### config.mk
export PLATFORM = sky130hd
export DESIGN_NAME = bit_band_alias_remapper
export DESIGN_NICKNAME = d
export VERILOG_FILES = /design/src/verilog/bit_band_alias_decode.v /design/src/verilog/bit_band_alias_remapper.v
export VERILOG_INCLUDE_DIRS = /design/src /design/src/verilog
export SDC_FILE = /design/constraint.sdc
export NUM_CORES = 1
export LEC_CHECK = 0
export ABC_AREA = 1
export BUFFER_PORTS_ARGS = -buffer_cell sky130_fd_sc_hd__clkbuf_2
export CORE_UTILIZATION = 51
export DETAILED_ROUTE_END_ITERATION = 16
export PLACE_DENSITY = 0.81
export SYNTH_ARGS = -nofsm -noshare
export SYNTH_HDL_FRONTEND = slang
export SYNTH_SLANG_ARGS = --single-unit
### constraint.sdc
create_clock -name clk_sys -period 2.1 [get_ports clk_sys]
set_clock_uncertainty 0.15 [all_clocks]
set_input_delay 0.105 -clock clk_sys [delete_from_list [all_inputs] [get_ports clk_sys]]
set_output_delay 0.105 -clock clk_sys [all_outputs]
set_load 0.1 [all_outputs]
### src/verilog/bit_band_consts.vh
// Constants for the bit-band alias remapper: alias tags, field positions,
// access size codes and state-independent reset values.
// Assumes a 32-bit byte address bus with little-endian byte lanes.
`ifndef BIT_BAND_CONSTS_VH
`define BIT_BAND_CONSTS_VH

// Address bits 31:25 that mark each 32 MB alias window
`define BB_TAG_MSB 31
`define BB_TAG_LSB 25
`define BB_SRAM_ALIAS_TAG 7'h11
`define BB_PERI_ALIAS_TAG 7'h21
// Start of each alias window
`define BB_SRAM_ALIAS_BASE 32'h2200_0000
`define BB_PERI_ALIAS_BASE 32'h4200_0000
// Alias address fields: byte offset in the 1 MB bit-band region and bit number
`define BB_BYTE_OFF_MSB 24
`define BB_BYTE_OFF_LSB 5
`define BB_BIT_NUM_MSB 4
`define BB_BIT_NUM_LSB 2
// Region nibble (address bits 31:28) kept in the bit-band target address
`define BB_REGION_MSB 31
`define BB_REGION_LSB 28
`define BB_TARGET_GAP 8'h00
// Access size codes
`define BB_SIZE_BYTE 2'h0
`define BB_SIZE_HALF 2'h1
`define BB_SIZE_WORD 2'h2
// Alias read answers
`define BB_READ_CLEAR 32'h0000_0000
`define BB_READ_SET 32'h0000_0001
// Reset values
`define BB_RST_ADDR 32'h0000_0000
`define BB_RST_DATA 32'h0000_0000

`endif

### src/verilog/bit_band_alias_decode.v
// Alias address decoder: tells whether an address falls in an alias window
// and, if so, forms the bit-band byte address and the bit number.
// Purely combinational; the caller registers whatever it needs.
`include "bit_band_consts.vh"
`default_nettype none

module bit_band_alias_decode (
  input wire [31:0] addr,        // Address of the incoming access
  output wire is_alias,          // Address lies in either alias window
  output wire is_peri,           // Alias hit is in the peripheral window
  output wire [31:0] target_addr, // Bit-band byte holding the target bit
  output wire [2:0] bit_num      // Bit position 0-7 inside that byte
);

  wire [6:0] tag;
  wire sram_hit;
  wire peri_hit;

  assign tag = addr[`BB_TAG_MSB:`BB_TAG_LSB];
  assign sram_hit = (tag == `BB_SRAM_ALIAS_TAG);
  assign peri_hit = (tag == `BB_PERI_ALIAS_TAG);
  assign is_alias = sram_hit | peri_hit;
  assign is_peri = peri_hit;
  // offset is byte*32 + bit*4, so the fields fall out of the address
  // offset is relative to the window base
  assign target_addr = {addr[`BB_REGION_MSB:`BB_REGION_LSB], `BB_TARGET_GAP,
                        addr[`BB_BYTE_OFF_MSB:`BB_BYTE_OFF_LSB]};
  assign bit_num = addr[`BB_BIT_NUM_MSB:`BB_BIT_NUM_LSB];

endmodule

`default_nettype wire

### src/verilog/bit_band_alias_remapper.v
// Bit-band alias remapper between the core data bus and SRAM/peripheral memory.
// Assumes one outstanding access; memory answers each held request with a
// one-cycle ack and returns read data on little-endian byte lanes.
// Limitation: one access in flight; the core waits on ready between accesses.
// Reserved size code 3 is forwarded as it stands; memory decides what it means.
//
// Functional notes
// - Lowest 1 MB of SRAM, peripheral are bit-band
// - SRAM alias word maps to one bit
// - Peripheral alias word maps to one bit
// - Underlying access keeps original access size
// - SRAM bit-band direct accesses pass unchanged
// - SRAM alias: remap data, RMW writes, fetch passes
// - Peripheral bit-band direct accesses pass unchanged
// - Peripheral alias: remap data, RMW, refuse fetch
// - Offset equals byte times 32 plus bit times 4
// - Alias address is window base plus offset
// - Decode bit position 0-7 within byte
// - Write bit 0 sets or clears target
// - Written bits 31:1 are ignored
// - Alias read returns 0 or 1
// - Bytes numbered upward, four per word
// - Words stored little-endian
`include "bit_band_consts.vh"
`default_nettype none

module bit_band_alias_remapper (
  input wire clk_sys,           // System clock, 50 MHz
  input wire rst_b,             // Synchronous reset, active low
  input wire req_valid,         // Core presents an access
  output reg req_ready_q,       // Block can take an access
  input wire [31:0] req_addr,   // Core byte address
  input wire req_write,         // 1 store, 0 load
  input wire [1:0] req_size,    // 0 byte, 1 halfword, 2 word
  input wire [31:0] req_wdata,  // Store data on byte lanes
  input wire req_fetch,         // Access is an instruction fetch
  output reg rsp_valid_q,       // Answer to the core, one cycle
  output reg [31:0] rsp_rdata_q, // Load data for the core
  output reg rsp_err_q,         // Access refused
  output reg mem_req_q,         // Request to memory, held until ack
  output reg [31:0] mem_addr_q, // Memory byte address
  output reg mem_write_q,       // Memory write
  output reg [1:0] mem_size_q,  // Memory access size
  output reg [31:0] mem_wdata_q, // Memory write data
  output reg mem_lock_q,        // Keeps the read-modify-write pair together
  output reg mem_fetch_q,       // Memory access is an instruction fetch
  input wire mem_ack,           // Memory completes current request
  input wire [31:0] mem_rdata   // Memory read data, valid with ack
);

  localparam [2:0] ST_IDLE = 3'd0;
  localparam [2:0] ST_PASS = 3'd1;
  localparam [2:0] ST_ARD = 3'd2;
  localparam [2:0] ST_AWR = 3'd3;
  localparam [2:0] ST_RESP = 3'd4;

  reg [2:0] state_q;
  reg [2:0] state_d;
  reg [4:0] lane_bit_q;
  reg [4:0] lane_bit_d;
  reg set_val_q;
  reg set_val_d;
  reg alias_wr_q;
  reg alias_wr_d;
  reg req_ready_d;
  reg rsp_valid_d;
  reg [31:0] rsp_rdata_d;
  reg rsp_err_d;
  reg mem_req_d;
  reg [31:0] mem_addr_d;
  reg mem_write_d;
  reg [1:0] mem_size_d;
  reg [31:0] mem_wdata_d;
  reg mem_lock_d;
  reg mem_fetch_d;

  wire dec_alias;
  wire dec_peri;
  wire [31:0] dec_target;
  wire [2:0] dec_bit;
  wire take;
  wire fetch_refused;
  wire alias_data;

  bit_band_alias_decode u_decode (
    .addr(req_addr),
    .is_alias(dec_alias),
    .is_peri(dec_peri),
    .target_addr(dec_target),
    .bit_num(dec_bit)
  );

  // Aligns a byte address down to the natural boundary of the access size
  function [31:0] align_addr;
    input [31:0] a;
    input [1:0] sz;
    begin
      case (sz)
        `BB_SIZE_HALF: align_addr = {a[31:1], 1'b0};
        `BB_SIZE_WORD: align_addr = {a[31:2], 2'b00};
        default: align_addr = a;
      endcase
    end
  endfunction

  // Bit index within the 32-bit lane word: byte lane above, bit number below
  function [4:0] lane_bit;
    input [31:0] byte_addr;
    input [2:0] bnum;
    begin
      lane_bit = {byte_addr[1:0], bnum};
    end
  endfunction

  assign take = req_valid & req_ready_q;
  assign fetch_refused = dec_alias & dec_peri & req_fetch;
  assign alias_data = dec_alias & ~req_fetch;

  // Replaces one bit of the lane word read back; the other 31 bits go back
  // untouched, which keeps neighbouring flags in the same word safe
  function [31:0] put_bit;
    input [31:0] word;
    input [4:0] idx;
    input val;
    begin
      put_bit = word;
      put_bit[idx] = val;
    end
  endfunction

  // Alias reads answer a whole word of 0 or 1, whatever the access size
  function [31:0] bit_answer;
    input [31:0] word;
    input [4:0] idx;
    begin
      if (word[idx]) begin
        bit_answer = `BB_READ_SET;
      end else begin
        bit_answer = `BB_READ_CLEAR;
      end
    end
  endfunction

  // Next-state and output logic; every output except rsp_valid_q and rsp_err_q holds unless a state moves it
  always @* begin
    state_d = state_q;
    lane_bit_d = lane_bit_q;
    set_val_d = set_val_q;
    alias_wr_d = alias_wr_q;
    req_ready_d = req_ready_q;
    rsp_valid_d = 1'b0;
    rsp_rdata_d = rsp_rdata_q;
    rsp_err_d = 1'b0;
    mem_req_d = mem_req_q;
    mem_addr_d = mem_addr_q;
    mem_write_d = mem_write_q;
    mem_size_d = mem_size_q;
    mem_wdata_d = mem_wdata_q;
    mem_lock_d = mem_lock_q;
    mem_fetch_d = mem_fetch_q;
    case (state_q)
      ST_IDLE: begin
        if (take) begin
          req_ready_d = 1'b0;
          if (fetch_refused) begin
            // peripheral alias fetch refused
            // No memory cycle at all: the refused fetch never reaches the bus
            rsp_valid_d = 1'b1;
            rsp_err_d = 1'b1;
            rsp_rdata_d = `BB_RST_DATA;
            state_d = ST_RESP;
          end else if (alias_data) begin
            mem_req_d = 1'b1;
            // Aligned so a halfword or word never straddles its boundary
            mem_addr_d = align_addr(dec_target, req_size);
            mem_size_d = req_size;
            mem_write_d = 1'b0;
            mem_fetch_d = 1'b0;
            mem_lock_d = req_write;
            lane_bit_d = lane_bit(dec_target, dec_bit);
            set_val_d = req_wdata[0];
            alias_wr_d = req_write;
            state_d = ST_ARD;
          end else begin
            mem_req_d = 1'b1;
            mem_addr_d = req_addr;
            mem_size_d = req_size;
            mem_write_d = req_write;
            mem_wdata_d = req_wdata;
            mem_fetch_d = req_fetch;
            mem_lock_d = 1'b0;
            state_d = ST_PASS;
          end
        end
      end
      // Plain forward: the answer carries whatever memory returned
      ST_PASS: begin
        if (mem_ack) begin
          mem_req_d = 1'b0;
          rsp_valid_d = 1'b1;
          rsp_rdata_d = mem_rdata;
          state_d = ST_RESP;
        end
      end
      ST_ARD: begin
        if (mem_ack) begin
          if (alias_wr_q) begin
            mem_wdata_d = put_bit(mem_rdata, lane_bit_q, set_val_q);
            // Request stays up between read and write so nothing slips in
            mem_write_d = 1'b1;
            state_d = ST_AWR;
          end else begin
            mem_req_d = 1'b0;
            mem_lock_d = 1'b0;
            rsp_valid_d = 1'b1;
            rsp_rdata_d = bit_answer(mem_rdata, lane_bit_q);
            state_d = ST_RESP;
          end
        end
      end
      ST_AWR: begin
        if (mem_ack) begin
          mem_req_d = 1'b0;
          mem_write_d = 1'b0;
          mem_lock_d = 1'b0;
          rsp_valid_d = 1'b1;
          rsp_rdata_d = `BB_RST_DATA;
          state_d = ST_RESP;
        end
      end
      ST_RESP: begin
        // One idle cycle lets the core see the answer before the next access
        req_ready_d = 1'b1;
        state_d = ST_IDLE;
      end
      // Unused codes fall back to idle with the memory request dropped
      default: begin
        mem_req_d = 1'b0;
        mem_lock_d = 1'b0;
        req_ready_d = 1'b1;
        state_d = ST_IDLE;
      end
    endcase
  end

  // One flat register stage keeps every output straight from a flip-flop
  always @(posedge clk_sys) begin
    if (!rst_b) begin
      state_q <= ST_IDLE;
      lane_bit_q <= 5'h00;
      set_val_q <= 1'b0;
      alias_wr_q <= 1'b0;
      req_ready_q <= 1'b1;
      rsp_valid_q <= 1'b0;
      rsp_rdata_q <= `BB_RST_DATA;
      rsp_err_q <= 1'b0;
      mem_req_q <= 1'b0;
      mem_addr_q <= `BB_RST_ADDR;
      mem_write_q <= 1'b0;
      mem_size_q <= `BB_SIZE_BYTE;
      mem_wdata_q <= `BB_RST_DATA;
      mem_lock_q <= 1'b0;
      mem_fetch_q <= 1'b0;
    end else begin
      state_q <= state_d;
      lane_bit_q <= lane_bit_d;
      set_val_q <= set_val_d;
      alias_wr_q <= alias_wr_d;
      req_ready_q <= req_ready_d;
      rsp_valid_q <= rsp_valid_d;
      rsp_rdata_q <= rsp_rdata_d;
      rsp_err_q <= rsp_err_d;
      mem_req_q <= mem_req_d;
      mem_addr_q <= mem_addr_d;
      mem_write_q <= mem_write_d;
      mem_size_q <= mem_size_d;
      mem_wdata_q <= mem_wdata_d;
      mem_lock_q <= mem_lock_d;
      mem_fetch_q <= mem_fetch_d;
    end
  end

endmodule

`default_nettype wire

==> metrics.md <==
| Metric | Value |
|---|---|
| TritonRoute pass-1 iters | `6` |
| WP data required | `2.29 ns` |
| Placed Instance Area | `7158 µm²` |
| Register area share after synthesis | `38.20%` |
| Initial core utilization | `52.56%` |
| Status | `complete, but fails checks` |
| Num CTS Buffers | `17` |
| CTS Buffer Depth | `2` |
| I/O Buffers | `208` |
| Sequential fraction of design power | `26.1%` |
| Vias per cell | `5.404` |
| Hold Startpoint | `mem_rdata[30]` |
| Syn. warnings | `0` |
| Post-route insts no fill | `1396` |
| FILL cells | `859` |
| Seq. cell area | `2306 µm²` |
| Via Count | `7544` |
| Synth area leader | `dfxtp_1` |
| Fraction of layout cells with a size suffix above 1 | `23.08%` |
| Hold crit path type | `input port to register` |
| FP Rows | `39` |
| Final net count | `1344` |
| #FFs+latches synth | `115` |
| Root Driver | `clkbuf_16` |
| Wire per inst | `15.92 µm` |
| # DRC | `0` |
| Htree depth | `4` |
| Crit-path max FO | `7` |
| Top Ports | `209` |
| Netlist Area Pre-Place | `6027 µm²` |
| Die W | `110.7 µm` |
| Clk pwr share | `25.3%` |
| Tot GR Track Use | `36.09%` |
| Worst-Margin Slew | `0.5684 ns` |
| Psw | `5.790 mW` |
| CTS tree | `done` |
| FF-to-FF Start | `state_q[0]$_SDFFE_PN0P_` |
| Combinational Power Share | `48.6%` |
| Power Internal | `5.381 mW` |
| Period utilization | `96.21%` |
| Slew HR | `62.11%` |
| Fin. Hold Viols | `1` |
| Reg clk slew, reported paths | `0.05 ns` |
| Cell total after placement | `1273` |
| Distinct cells, synth | `32` |
| Final Core Density | `75.40%` |
| 1st-iter DRT viols | `688` |
| Area of the multi-input gates | `3164 µm²` |
| Synth Instances | `954` |
| Worst Setup SP | `req_addr[29]` |
| Skew-Pair Late Insertion Delay | `0.42 ns` |
| Hpwl dp | `13610 µm` |
| Min cycle time layout | `2.020 ns` |
| CP Capture Type | `register` |
| CP startpoint kind | `input port` |
| Ranking of synthesized cells by area | `dfxtp_1 38%, nand2_1 14%, nor2_1 14%, o21ai_0 9.2%, nand3_1 5.9%` |
| Failing checks | `hold timing` |
| Initial antenna violation count | `1` |
| Share of the synthesized area in the top cell type | `38.20%` |
| Max cap viols | `0` |
| Ys flop type | `dfxtp_1` |
| Worst Setup EP | `mem_addr_q[20]$_SDFFE_PN0P_` |
| R2r worst-path depth | `7` |
| Synth async-reset ratio | `0%` |
| Final Wtd Congestion | `0.9906` |
| Synth Net Count | `1059` |
| Reg2reg setup slack | `0.15 ns` |
| Place WS | `0.2665 ns` |
| Peak supply drop | `0.001231 V` |
| Final wirelength | `22220 µm` |
| Total die area | `12260 µm²` |
| Switching share of power | `51.83%` |
| Worst hold slack | `-0.006024 ns` |
| ANT nets after route | `0` |
| First-pass GRT wire length | `35490 µm` |
| Final worst setup slack | `0.07951 ns` |
| Area growth syn-to-layout | `43.45%` |
| Final setup violation count | `0` |
| Congestion Overflow GR | `0` |
| Pin count of the biggest net entering global routing | `53` |
| Final cell area excluding filler cells | `8646 µm²` |
| Avg Inst Size Synth | `6.318 µm²` |
| Power per cell area | `1292 nW/µm²` |
| WP data arrival | `2.21 ns` |
| Core area | `11470 µm²` |
| Kind of critical path | `input port to register` |
| Vias in the first global route | `7433` |
| Lkg Pwr | `4.473 nW` |
| Max Freq | `0.4949 GHz` |
| Clock Sinks | `115` |
| Final slew viol count | `0` |
| Crit Reg-Reg Endpoint | `mem_addr_q[20]$_SDFFE_PN0P_` |
| Die span in y | `110.7 µm` |
| Post-synth EDFFs | `0` |
==> state kept, by name, indices dropped and copies added, names as in the netlist <==
signal,flops
rsp_err_q,1
rsp_valid_q,1
mem_wdata_q,32
set_val_q,1
mem_write_q,1
lane_bit_q,5
alias_wr_q,1
mem_size_q,2
mem_addr_q,32
rsp_rdata_q,32
mem_fetch_q,1
state_q,3
mem_req_q,1
mem_lock_q,1
req_ready_q,1
==> critical path, stage by stage <==
cell           delay, ns
dlygate4sd3_1       0.54
clkbuf_2            0.14
xnor2_1             0.28
nor2_4              0.10
buf_4               0.15
nor3_2              0.44
nand2_1             0.24
a21oi_1             0.21
==> worst min path at each step <==
stage	endpoint	slack (ns)	depth (start not counted)
2_1_floorplan	alias_wr_q$_SDFFE_PN0P_	0.09	2
3_3_place_gp	mem_addr_q[22]$_SDFFE_PN0P_	0.21	3
3_5_place_dp	mem_size_q[0]$_SDFFE_PN0P_	0.22	3
4_1_cts	mem_wdata_q[26]$_SDFFE_PN0P_	0.008	7
5_1_grt	rsp_rdata_q[16]$_SDFFE_PN0P_	0.04	5
6_report	rsp_rdata_q[30]$_SDFFE_PN0P_	-0.006	5
==> layer usage <==
metal / share of wire, % / global-route usage (%) / up-vias
met5: 0 / 0 / -
met4: 5.5 / 22.58 / 0
met3: 7.5 / 8.803 / 119
li1: - / - / 3596
met2: 50 / 64.55 / 416
met1: 37 / 37.82 / 3413
==> placed cells by master (no fill, tap or decap), types with 2 or more instances in the layout <==
cell type,n
inv_2,8
clkinvlp_4,3
nand3_1,71
clkinv_4,3
inv_1,69
dfxtp_2,3
nand2_1,227
nor2_4,4
clkbuf_2,208
dlygate4sd3_1,87
o21ai_0,110
mux2i_1,4
buf_12,4
buf_4,17
clkinv_2,3
nand2_2,4
o211a_1,10
clkbuf_1,2
nor2_1,227
clkbuf_16,17
a31oi_1,2
a21oi_1,16
nand3_2,2
nor3_2,3
o21ai_1,18
bufinv_16,2
nor3_1,2
nor2_2,3
dfxtp_1,112
a21boi_0,2
==> power by group through the flow <==
stage                     clock network [mW]  registers [mW]  logic [mW]
after floorplan                            0            6.05        1.25
after global placement                     0            2.92        5.17
after detailed placement                   0            2.92        5.20
after CTS                               2.83            2.89        5.34
after global routing                    2.95            2.95        5.67
final                                   2.83            2.91        5.43
==> metrics by stage <==
step,power (mW),hold WS [ns],TNS (ns)
floorplan,7.298,0.08990,0
global placement,8.083,0.2075,0
detailed placement,8.118,0.2184,0
CTS,11.05,0.007926,0
global route,11.57,0.04099,-0.1274
finish,11.17,-0.006024,0
==> logic make-up (layout without fill, tap and decap cells) <==
group / count (synthesis) / in the layout / synth area share [%]
flops: 115 / 115 / 38.20
fa+ha+maj: 1 / 1 / 0.2076
xor+xnor: 1 / 1 / 0.1453
other cells: 0 / 1 / 0
simple gates: 546 / 546 / 37.12
mux: 4 / 4 / 0.6643
buf+inv: 128 / 426 / 9.467
compound gates: 159 / 159 / 14.20
==> final cells by class <==
type	instances	area share, %
Clock buffer	20	5.166
Tap cell	143	2.069
Sequential cell	115	26.67
Multi-Input combinational cell	711	36.60
Antenna cell	1	0.02894
Timing Repair Buffer	316	24.52
Clock inverter	12	1.534
Inverter	78	3.415
==> what timing repair did <==
item | 4_1_cts | 5_1_grt
endpoints found under the setup margin | 0 | 59
buffers inserted | 0 | 3
hold buffers | 87 | 0
resized for setup | 0 | 5
endpoints found under the hold margin | 95 | 0
==> cell usage after synthesis (all sizes together) (3+ instances only) <==
cell / n
a21boi: 3
a21oi: 16
buf: 26
clkbuf: 24
dfxtp: 115
inv: 78
mux2i: 4
nand2: 231
nand3: 73
nor2: 235
nor3: 5
o211a: 10
o21ai: 128
Power figures use the tool's default switching activity.
